**src/inc/scs_pkg.sv**
```systemverilog
// Constants for the serial control sequencer: port addresses, word layouts.
// Assumes an 8-bit host I/O bus with synchronous, one-cycle strobes.
package scs_pkg;

  // ----------------------------------------
  // Port addresses
  // ----------------------------------------
  localparam logic [7:0] DATA_ADDR0 = 8'hEC;
  localparam logic [7:0] CTRL_ADDR0 = 8'hED;
  localparam logic [7:0] DATA_ADDR1 = 8'hEE;
  localparam logic [7:0] CTRL_ADDR1 = 8'hEF;

  // ----------------------------------------
  // Mode word fields
  // ----------------------------------------
  localparam int MODE_BAUD_LSB = 0;
  localparam int MODE_LEN_LSB = 2;
  localparam int MODE_PAR_EN = 4;
  localparam int MODE_PAR_EVEN = 5;
  localparam int MODE_EXT_SYNC = 6;
  localparam int MODE_SINGLE_SYNC = 7;
  localparam int MODE_STOP_LSB = 6;
  localparam logic [1:0] BAUD_SYNC = 2'h0;
  localparam logic [1:0] BAUD_X1 = 2'h1;
  localparam logic [1:0] BAUD_X16 = 2'h2;
  localparam logic [1:0] BAUD_X64 = 2'h3;

  // ----------------------------------------
  // Command word bits
  // ----------------------------------------
  localparam int CMD_TX_EN = 0;
  localparam int CMD_DTR = 1;
  localparam int CMD_RX_EN = 2;
  localparam int CMD_BREAK = 3;
  localparam int CMD_ERR_RST = 4;
  localparam int CMD_RTS = 5;
  localparam int CMD_INT_RESET = 6;
  localparam int CMD_HUNT = 7;

  // ----------------------------------------
  // Status bits and reset values
  // ----------------------------------------
  localparam int STAT_TX_RDY = 0;
  localparam int STAT_RX_RDY = 1;
  localparam int STAT_TX_EMPTY = 2;
  localparam int STAT_PAR_ERR = 3;
  localparam int STAT_OVR_ERR = 4;
  localparam int STAT_FRM_ERR = 5;
  localparam int STAT_SYNDET = 6;
  localparam int STAT_DSR = 7;
  localparam logic [7:0] WORD_RESET = 8'h00;
  localparam int TX_FIFO_DEPTH = 4;

  typedef enum logic [1:0] {
    SEQ_MODE,
    SEQ_SYNC1,
    SEQ_SYNC2,
    SEQ_CMD
  } scs_seq_type;

endpackage

```
**src/rtl/scs_fifo.sv**
```systemverilog
// Small synchronous FIFO with valid/ready on both sides.
// Assumes one clock; output data is read straight from the array.
`timescale 1ns/1ps
`default_nettype none
module scs_fifo #(
  parameter int WIDTH = 8,
  parameter int DEPTH = 4
) (
  input wire logic clk,
  input wire logic arst_n,
  input wire logic in_valid,
  output logic in_ready,
  input wire logic [WIDTH-1:0] in_data,
  output logic out_valid,
  input wire logic out_ready,
  output logic [WIDTH-1:0] out_data
);
  localparam int PW = (DEPTH > 1) ? $clog2(DEPTH) : 1;
  localparam logic [PW:0] FULL_CNT = (PW + 1)'(DEPTH);
  localparam logic [PW-1:0] LAST_PTR = PW'(DEPTH - 1);

  logic [WIDTH-1:0] mem_ff [DEPTH];
  logic [PW-1:0] wr_ptr_ff;
  logic [PW-1:0] rd_ptr_ff;
  logic [PW:0] count_ff;
  wire push = in_valid && in_ready;
  wire pop = out_valid && out_ready;
  wire [PW-1:0] nxt_wr_ptr = (wr_ptr_ff == LAST_PTR) ? '0 : wr_ptr_ff + 1'b1;
  wire [PW-1:0] nxt_rd_ptr = (rd_ptr_ff == LAST_PTR) ? '0 : rd_ptr_ff + 1'b1;

  assign in_ready = (count_ff != FULL_CNT);
  assign out_valid = (count_ff != '0);
  assign out_data = mem_ff[rd_ptr_ff];

  always_ff @(posedge clk) begin
    if (push) begin
      mem_ff[wr_ptr_ff] <= in_data;
    end
  end

  always_ff @(posedge clk or negedge arst_n) begin
    if (!arst_n) begin
      wr_ptr_ff <= '0;
      rd_ptr_ff <= '0;
      count_ff <= '0;
    end else begin
      if (push) wr_ptr_ff <= nxt_wr_ptr;
      if (pop) rd_ptr_ff <= nxt_rd_ptr;
      if (push && !pop) count_ff <= count_ff + 1'b1;
      else if (pop && !push) count_ff <= count_ff - 1'b1;
    end
  end
endmodule
`default_nettype wire

```
**src/rtl/scs_control_sequencer.sv**
```systemverilog
// Control-word sequencer and host port of a sync/async serial interface.
// Assumes host strobes and link inputs are synchronous to clk.
// Functional notes
// - Mode word selects synchronous or asynchronous operation for everything after.
// - Sync mode word sets length, parity, parity sense, external sync, sync count.
// - Async mode word sets baud factor x16 or x64, length, parity enable.
// - Sync characters taken only in sync mode; one or two, any value.
// - Command word follows mode/sync; data writes queue, but nothing is sent or received before first command.
// - Command words accepted any time after initialization.
// - Command with bit 6 set returns sequencer to expecting mode word.
// - Mode word changes only after hardware or internal reset.
// - First control write after reset is the mode word.
// - In sync mode the writes after the mode word are sync characters.
// - Second sync skipped for single sync; both skipped in async.
// - After mode and sync, every control write is a command word.
// - Lower address of each pair moves receive and transmit data.
// - Upper address writes control words and reads status.
// - Internal reset command ignores all its other bits.
// - Transmit ready clears on data write; inactive until initialized.
// - Receive ready set on received character, cleared by data read.
// - Async also supports baud factor one for synchronized clocks.
`timescale 1ns/1ps
`default_nettype none
module scs_control_sequencer #(
  parameter int TX_DEPTH = scs_pkg::TX_FIFO_DEPTH
) (
  input wire logic clk,
  input wire logic arst_n,
  input wire logic host_wr,
  input wire logic host_rd,
  input wire logic [7:0] host_addr,
  input wire logic [7:0] host_wdata,
  output logic [7:0] host_rdata,
  output logic transmit_ready_flag,
  output logic receive_ready_flag,
  output logic [7:0] tx_char,
  output logic tx_char_valid,
  input wire logic tx_char_ready,
  input wire logic [7:0] rx_char,
  input wire logic rx_char_valid,
  input wire logic rx_parity_err,
  input wire logic rx_frame_err,
  input wire logic sync_detect,
  input wire logic dsr_in,
  output logic cfg_sync_mode,
  output logic [1:0] cfg_baud_factor,
  output logic [1:0] cfg_char_len,
  output logic cfg_parity_en,
  output logic cfg_parity_even,
  output logic cfg_ext_sync,
  output logic cfg_single_sync,
  output logic [1:0] cfg_stop_bits,
  output logic [7:0] sync_char1,
  output logic [7:0] sync_char2,
  output logic tx_enable,
  output logic rx_enable,
  output logic dtr_out,
  output logic rts_out,
  output logic send_break,
  output logic hunt_enable
);

  // ----------------------------------------
  // Address decode
  // ----------------------------------------
  wire data_sel = (host_addr == scs_pkg::DATA_ADDR0) || (host_addr == scs_pkg::DATA_ADDR1);
  wire ctrl_sel = (host_addr == scs_pkg::CTRL_ADDR0) || (host_addr == scs_pkg::CTRL_ADDR1);
  wire data_wr = host_wr && data_sel;
  wire data_rd = host_rd && data_sel;
  wire ctrl_wr = host_wr && ctrl_sel;
  wire stat_rd = host_rd && ctrl_sel;

  // ----------------------------------------
  // Control-word sequencer
  // ----------------------------------------
  scs_pkg::scs_seq_type seq_ff;
  scs_pkg::scs_seq_type nxt_seq;
  logic init_ff;

  wire mode_wr = ctrl_wr && (seq_ff == scs_pkg::SEQ_MODE);
  wire sync1_wr = ctrl_wr && (seq_ff == scs_pkg::SEQ_SYNC1);
  wire sync2_wr = ctrl_wr && (seq_ff == scs_pkg::SEQ_SYNC2);
  wire cmd_wr = ctrl_wr && (seq_ff == scs_pkg::SEQ_CMD);
  wire int_reset = cmd_wr && host_wdata[scs_pkg::CMD_INT_RESET];
  wire cmd_take = cmd_wr && !int_reset;
  wire wr_is_sync = (host_wdata[scs_pkg::MODE_BAUD_LSB +: 2] == scs_pkg::BAUD_SYNC);
  wire wr_single = host_wdata[scs_pkg::MODE_SINGLE_SYNC];

  always_comb begin
    nxt_seq = seq_ff;
    case (seq_ff)
      scs_pkg::SEQ_MODE: begin
        // Async skips both sync characters
        if (ctrl_wr) nxt_seq = wr_is_sync ? scs_pkg::SEQ_SYNC1 : scs_pkg::SEQ_CMD;
      end
      scs_pkg::SEQ_SYNC1: begin
        if (ctrl_wr) nxt_seq = cfg_single_sync ? scs_pkg::SEQ_CMD : scs_pkg::SEQ_SYNC2;
      end
      scs_pkg::SEQ_SYNC2: begin
        if (ctrl_wr) nxt_seq = scs_pkg::SEQ_CMD;
      end
      scs_pkg::SEQ_CMD: begin
        // A reset during sync entry is taken as a sync character, by design
        if (int_reset) nxt_seq = scs_pkg::SEQ_MODE;
      end
      default: begin
        nxt_seq = scs_pkg::SEQ_MODE;
      end
    endcase
  end

  always_ff @(posedge clk or negedge arst_n) begin
    if (!arst_n) begin
      seq_ff <= scs_pkg::SEQ_MODE;
      init_ff <= 1'b0;
    end else begin
      seq_ff <= nxt_seq;
      init_ff <= (init_ff || cmd_take) && !int_reset;
    end
  end

  // ----------------------------------------
  // Mode word and sync characters
  // ----------------------------------------
  always_ff @(posedge clk or negedge arst_n) begin
    if (!arst_n) begin
      cfg_sync_mode <= 1'b0;
      cfg_baud_factor <= scs_pkg::BAUD_SYNC;
      cfg_char_len <= 2'h0;
      cfg_parity_en <= 1'b0;
      cfg_parity_even <= 1'b0;
      cfg_ext_sync <= 1'b0;
      cfg_single_sync <= 1'b0;
      cfg_stop_bits <= 2'h0;
    end else if (mode_wr) begin
      cfg_sync_mode <= wr_is_sync;
      cfg_baud_factor <= host_wdata[scs_pkg::MODE_BAUD_LSB +: 2];
      cfg_char_len <= host_wdata[scs_pkg::MODE_LEN_LSB +: 2];
      cfg_parity_en <= host_wdata[scs_pkg::MODE_PAR_EN];
      cfg_parity_even <= host_wdata[scs_pkg::MODE_PAR_EVEN];
      cfg_ext_sync <= wr_is_sync && host_wdata[scs_pkg::MODE_EXT_SYNC];
      cfg_single_sync <= wr_is_sync && wr_single;
      cfg_stop_bits <= wr_is_sync ? 2'h0 : host_wdata[scs_pkg::MODE_STOP_LSB +: 2];
    end
  end

  always_ff @(posedge clk or negedge arst_n) begin
    if (!arst_n) begin
      sync_char1 <= scs_pkg::WORD_RESET;
      sync_char2 <= scs_pkg::WORD_RESET;
    end else begin
      if (sync1_wr) sync_char1 <= host_wdata;
      if (sync2_wr) sync_char2 <= host_wdata;
    end
  end

  // ----------------------------------------
  // Command word
  // ----------------------------------------
  always_ff @(posedge clk or negedge arst_n) begin
    if (!arst_n) begin
      tx_enable <= 1'b0;
      rx_enable <= 1'b0;
      dtr_out <= 1'b0;
      rts_out <= 1'b0;
      send_break <= 1'b0;
      hunt_enable <= 1'b0;
    end else if (int_reset) begin
      tx_enable <= 1'b0;
      rx_enable <= 1'b0;
      dtr_out <= 1'b0;
      rts_out <= 1'b0;
      send_break <= 1'b0;
      hunt_enable <= 1'b0;
    end else if (cmd_take) begin
      tx_enable <= host_wdata[scs_pkg::CMD_TX_EN];
      rx_enable <= host_wdata[scs_pkg::CMD_RX_EN];
      dtr_out <= host_wdata[scs_pkg::CMD_DTR];
      rts_out <= host_wdata[scs_pkg::CMD_RTS];
      send_break <= host_wdata[scs_pkg::CMD_BREAK];
      hunt_enable <= cfg_sync_mode && host_wdata[scs_pkg::CMD_HUNT];
    end
  end

  // ----------------------------------------
  // Transmit path
  // ----------------------------------------
  logic fifo_in_ready;
  logic fifo_out_valid;
  logic [7:0] fifo_out_data;
  // Output stage keeps tx_char registered; drains only while enabled
  // Internal reset drops a parked character rather than send it unconfigured
  wire fifo_out_ready = tx_enable && !int_reset && (!tx_char_valid || tx_char_ready);

  scs_fifo #(
    .WIDTH(8),
    .DEPTH(TX_DEPTH)
  ) u_tx_fifo (
    .clk(clk),
    .arst_n(arst_n),
    .in_valid(data_wr),
    .in_ready(fifo_in_ready),
    .in_data(host_wdata),
    .out_valid(fifo_out_valid),
    .out_ready(fifo_out_ready),
    .out_data(fifo_out_data)
  );

  always_ff @(posedge clk or negedge arst_n) begin
    if (!arst_n) begin
      tx_char <= scs_pkg::WORD_RESET;
      tx_char_valid <= 1'b0;
    end else if (int_reset) begin
      tx_char_valid <= 1'b0;
    end else begin
      if (fifo_out_ready) tx_char_valid <= fifo_out_valid;
      if (fifo_out_ready && fifo_out_valid) tx_char <= fifo_out_data;
    end
  end

  // Write pulse drops the flag for a cycle even with room left
  wire nxt_tx_rdy = init_ff && tx_enable && fifo_in_ready && !data_wr && !int_reset;
  wire tx_empty = !fifo_out_valid && !tx_char_valid;

  // ----------------------------------------
  // Receive path and status
  // ----------------------------------------
  logic [7:0] rx_hold_ff;
  logic par_err_ff;
  logic ovr_err_ff;
  logic frm_err_ff;
  wire rx_take = rx_char_valid && init_ff && rx_enable && !int_reset;
  wire err_clr = (cmd_take && host_wdata[scs_pkg::CMD_ERR_RST]) || int_reset;
  // Arrival beats the read that clears the flag
  wire nxt_rx_rdy = rx_take || (receive_ready_flag && !data_rd && !int_reset);
  wire [7:0] status_word = {dsr_in, sync_detect, frm_err_ff, ovr_err_ff, par_err_ff,
                            tx_empty, receive_ready_flag, transmit_ready_flag};

  always_ff @(posedge clk or negedge arst_n) begin
    if (!arst_n) begin
      transmit_ready_flag <= 1'b0;
      receive_ready_flag <= 1'b0;
      rx_hold_ff <= scs_pkg::WORD_RESET;
      par_err_ff <= 1'b0;
      ovr_err_ff <= 1'b0;
      frm_err_ff <= 1'b0;
    end else begin
      transmit_ready_flag <= nxt_tx_rdy;
      receive_ready_flag <= nxt_rx_rdy;
      if (rx_take) rx_hold_ff <= rx_char;
      par_err_ff <= (rx_take && rx_parity_err) || (par_err_ff && !err_clr);
      ovr_err_ff <= (rx_take && receive_ready_flag && !data_rd) || (ovr_err_ff && !err_clr);
      frm_err_ff <= (rx_take && rx_frame_err) || (frm_err_ff && !err_clr);
    end
  end

  always_ff @(posedge clk or negedge arst_n) begin
    if (!arst_n) begin
      host_rdata <= scs_pkg::WORD_RESET;
    end else if (data_rd) begin
      host_rdata <= rx_hold_ff;
    end else if (stat_rd) begin
      host_rdata <= status_word;
    end
  end

  // ----------------------------------------
  // Checks
  // ----------------------------------------
  seq_reset_a: assert property (@(posedge clk) disable iff (!arst_n)
    int_reset |=> seq_ff == scs_pkg::SEQ_MODE && !init_ff)
    else $error("internal reset did not return to mode state");

  mode_first_a: assert property (@(posedge clk) disable iff (!arst_n)
    (seq_ff == scs_pkg::SEQ_MODE && ctrl_wr) |=> cfg_baud_factor == $past(host_wdata[1:0]))
    else $error("first control write not taken as mode");

  sync_follow_a: assert property (@(posedge clk) disable iff (!arst_n)
    (mode_wr && wr_is_sync) |=> seq_ff == scs_pkg::SEQ_SYNC1 && cfg_sync_mode)
    else $error("sync mode did not expect a sync character");

  async_skip_a: assert property (@(posedge clk) disable iff (!arst_n)
    (mode_wr && !wr_is_sync) |=> seq_ff == scs_pkg::SEQ_CMD ##1 !cfg_ext_sync)
    else $error("async mode did not skip sync characters");

  single_sync_a: assert property (@(posedge clk) disable iff (!arst_n)
    (sync1_wr && cfg_single_sync) |=> seq_ff == scs_pkg::SEQ_CMD)
    else $error("single sync did not skip second character");

  cmd_stay_a: assert property (@(posedge clk) disable iff (!arst_n)
    (cmd_wr && !host_wdata[scs_pkg::CMD_INT_RESET]) |=> seq_ff == scs_pkg::SEQ_CMD && init_ff)
    else $error("command write left command state");

  ir_ignore_a: assert property (@(posedge clk) disable iff (!arst_n)
    int_reset |=> !tx_enable && !rx_enable && !transmit_ready_flag)
    else $error("internal reset word bits were applied");

  transmit_ready_flag_clear_a: assert property (@(posedge clk) disable iff (!arst_n)
    data_wr |=> !transmit_ready_flag)
    else $error("transmit ready not cleared by data write");

  no_init_a: assert property (@(posedge clk) disable iff (!arst_n)
    !init_ff |-> !transmit_ready_flag && !tx_char_valid ##0 !$rose(receive_ready_flag))
    else $error("data path active before first command");

  receive_ready_flag_flow_a: assert property (@(posedge clk) disable iff (!arst_n)
    (data_rd && !rx_take) |=> !receive_ready_flag ##1 (receive_ready_flag || !$past(rx_take)))
    else $error("receive ready did not follow read and arrival");

  stat_read_a: assert property (@(posedge clk) disable iff (!arst_n)
    stat_rd |=> host_rdata == $past(status_word))
    else $error("status read did not return the status word");

  data_read_a: assert property (@(posedge clk) disable iff (!arst_n)
    data_rd |=> host_rdata == $past(rx_hold_ff))
    else $error("data read did not return the received character");

  sync_store_a: assert property (@(posedge clk) disable iff (!arst_n)
    sync1_wr |=> sync_char1 == $past(host_wdata))
    else $error("first sync character not stored");

  cmd_apply_a: assert property (@(posedge clk) disable iff (!arst_n)
    cmd_take |=> tx_enable == $past(host_wdata[scs_pkg::CMD_TX_EN]) &&
      rx_enable == $past(host_wdata[scs_pkg::CMD_RX_EN]))
    else $error("command enables not applied");

  mode_hold_a: assert property (@(posedge clk) disable iff (!arst_n)
    !mode_wr |=> $stable(cfg_baud_factor) && $stable(cfg_char_len) && $stable(cfg_sync_mode))
    else $error("mode changed without a mode write");

  transmit_ready_flag_gate_a: assert property (@(posedge clk) disable iff (!arst_n)
    (!init_ff || !tx_enable) |=> !transmit_ready_flag)
    else $error("transmit ready raised before initialization");

  async_clean_a: assert property (@(posedge clk) disable iff (!arst_n)
    !cfg_sync_mode |-> !cfg_ext_sync && !cfg_single_sync && !hunt_enable)
    else $error("sync-only setting active in async mode");
endmodule
`default_nettype wire

```
**config.mk**
```make
export PLATFORM = sky130hd
export DESIGN_NAME = scs_control_sequencer
export DESIGN_NICKNAME = d
export VERILOG_FILES = /design/src/inc/scs_pkg.sv /design/src/rtl/scs_fifo.sv /design/src/rtl/scs_control_sequencer.sv
export SDC_FILE = /design/constraint.sdc
export NUM_CORES = 1
export LEC_CHECK = 0
export BUFFER_PORTS_ARGS = -buffer_cell sky130_fd_sc_hd__buf_2
export CAP_MARGIN = 20
export CORE_MARGIN = 5
export CORE_UTILIZATION = 55
export CTS_CLUSTER_SIZE = 10
export DETAILED_ROUTE_END_ITERATION = 6
export PLACE_DENSITY = 0.8
export SLEW_MARGIN = 10
export SYNTH_ARGS = -nofsm -noshare
export SYNTH_HDL_FRONTEND = slang
export SYNTH_SLANG_ARGS = --single-unit
```
**constraint.sdc**
```tcl
create_clock -name clk -period 2.7 [get_ports clk]
set_input_delay 0.54 -clock clk [delete_from_list [all_inputs] [get_ports clk]]
set_output_delay 0.54 -clock clk [all_outputs]
set_load 0.1 [all_outputs]
```
==> flow_summary.yaml <==
die:
  dieWidth_um: 99.6
  chipHeight_um: 99.6
  row_count: 32
  start_util: 0.568
  fp.dieArea_um2: 9920
  ios: 86
  design.core.area_um2: 7770
timing:
  period_share: 0.843
  worst_hold_slack_ps: 162
  hold_violations: 0
  clock-skew-final_ps: 10.9
  slew_viol_final: 0
  tns_ps: 0
  worst-slew-pin-transition_ps: 597
  min_period_ps: 2280
  setup_violations: 0
  rsz0062_at_grt: "false"
  fmax_ghz: 0.439
  relSlewSlack: 0.602
worst_setup_path:
  startpoint: "seq_ff[1]"
  required_ps: 2990
  end_kind: "register"
  r2r_end: "u_tx_fifo.count_ff[2]"
  critPathKind: "register to register"
  path_max_fanout: 6
  startpoint_type: "register"
  cp.arrival_ps: 2560
  rrSetupSlack_ps: 420
  crit_end: "u_tx_fifo.count_ff[2]"
  r2r_cells: 10
  timing.rr.start: "seq_ff[1]"
detailed_routing:
  route.vias.total: 2718
  postRouteAntennaNets: 0
  viasPerCell: 5.44
  wl_per_cell_um: 17.3
  drt-pass1-iter-count: 4
  drc: 0
  finalWirelength_um: 8660
  drtIter0Drc: 113
place:
  dp_hpwl_um: 6370
  port_buffers: 84
  place_area_um2: 4970
  gp_congestion: 0.754
  place_inst: 484
synth:
  synth_fp_nets: 344
  synthTopCellsByCount: "dfrtp_1, edfxtp_1, nand2_1, mux2_2, o21ai_0"
  synth_cell_types: 47
  synth_top_area_share: 0.414
  synth_area_per_cell_um2: 14.8
  ys_seq_area_frac: 0.632
  yosys_warnings: 0
  synth_cells: 298
  netlist_area_um2: 4410
  synthArstFlopShare: 0.695
  synth_top_area_cell: "dfrtp_1"
  yosysMostFrequentCell: "dfrtp_1"
  ys_top_cells_by_area: "dfrtp_1, edfxtp_1, mux2_2"
  synth-edff-count: 32
  synth-seq-cells: 105
  synth_ff_type: "dfrtp_1"
clock_tree:
  path_clk_slew_ps: 100
  cts_max_level: 3
  worstSkewPairLatency_ps: 360
  cts_sinks: 105
  post_cts_buffers: 0
  clockBufferDepth: 2
  postCtsResizedCells: 0
  cts_tree: "done"
  cts_made_buffers: 9
  ctsHoldBuffers: 0
  root_buffer: "clkbuf_8"
global_route:
  grt_pass1_wl_um: 14600
  antenna_found_initial: 0
  track_usage: 0.188
  grt_overflow: 0
  grt_max_degree: 45
  grt_pass1_vias: 2889
min_path:
  hp-class: "input pin to asynchronous set/reset pin"
pwr:
  p_leak_nw: 2.50
  peakVddDrop_mv: 0.437
  power_density_nw_per_um2: 786
finish:
  area_growth_pct: 17.5
  fill_cells: 573
  fin_nets: 439
  layout.cells.non_filler: 500
  drive_gt1_frac: 0.410
  n_antenna_cell: 0
  regArea_um2: 2790
  multiInputGateArea_um2: 1530
  postLayoutCellArea_um2: 5180
  postLayoutCoreUtil: 0.668
job:
  maxCapViolations: 0
status:
  status: "finished, final reports clean"
critical path: stages (launching register included):
cell and delay, ps:
dfrtp_1 430, ha_1 290, nand4_4 150, nor3b_4 180
inv_1 70, ha_1 190, inv_1 60, fa_1 370
xor2_1 170, nor2_1 130, xor2_1 150
cells by family (layout without fill, tap and decap cells):
kind of cell / Yosys count / in the layout / share of synthesized area
flip-flops: 105 / 105 / 0.632
AND/OR/NAND/NOR: 63 / 63 / 0.0749
multiplexers: 59 / 59 / 0.176
AO/OA/AOI/OAI: 37 / 37 / 0.0539
buffers and inverters: 19 / 119 / 0.0218
adder cells (fa/ha/maj): 12 / 12 / 0.0357
XOR/XNOR: 3 / 3 / 0.00596
layer usage:
layer	part of all wire	global-route usage	routed length, µm
met5	0	0	0
met4	0.013	0.0494	116
met3	0.071	0.0645	615
met2	0.49	0.307	4280
met1	0.42	0.242	3650
state kept, by name, indices dropped and copies added, names as in the netlist, 3 cells and up, named ones only:
signal and flops:
sync_char2 8, u_tx_fifo.count_ff 3, tx_char 8, host_rdata 8
u_tx_fifo.mem_ff 32, sync_char1 8, rx_hold_ff 8
stage by stage:
| stage | setup slack (ps) | power, W |
|---|---|---|
| final | 424 | 0.00408 |
| after global routing | 285 | 0.00426 |
| after CTS | 429 | 0.00410 |
| after detailed placement | 166 | 0.00312 |
| after global placement | 226 | 0.00308 |
| after floorplan | 207 | 0.00286 |
how the worst min path moves through the flow:
stage	start	to	slack, ps	cells after the start
2_1_floorplan	arst_n	asynchronous set/reset pin	240	0
3_3_place_gp	cfg_ext_sync	cfg_ext_sync	450	2
3_5_place_dp	cfg_stop_bits[0]	cfg_stop_bits[0]	470	2
4_1_cts	arst_n	rx_hold_ff[4]	170	1
5_1_grt	arst_n	rx_hold_ff[4]	190	1
6_report	arst_n	sync_char1[0]	160	1
power by group:
part,internal [W],switching [W]
Sequential,0.00177,0.000125
Clock,0.000447,0.000550
Combinational,0.000328,0.000860
cells in the final DEF, fill, tap and decap left out, types with 9 or more instances in the layout:
master / n
buf_2: 83
dfrtp_1: 71
nand2_1: 32
edfxtp_1: 32
mux2_2: 31
o21ai_0: 19
ha_1: 11
inv_1: 10
buf_4: 10
clkbuf_8: 9
area by class of cell:
class | count | share of cell area
inverter | 10 | 0.00724
clock buffer | 9 | 0.0239
tap | 102 | 0.0246
clock inverter | 7 | 0.0167
timing repair buffer | 93 | 0.0946
multi-input combinational | 174 | 0.295
sequential | 105 | 0.538
No activity file was read; power rests on OpenSTA's default activity.
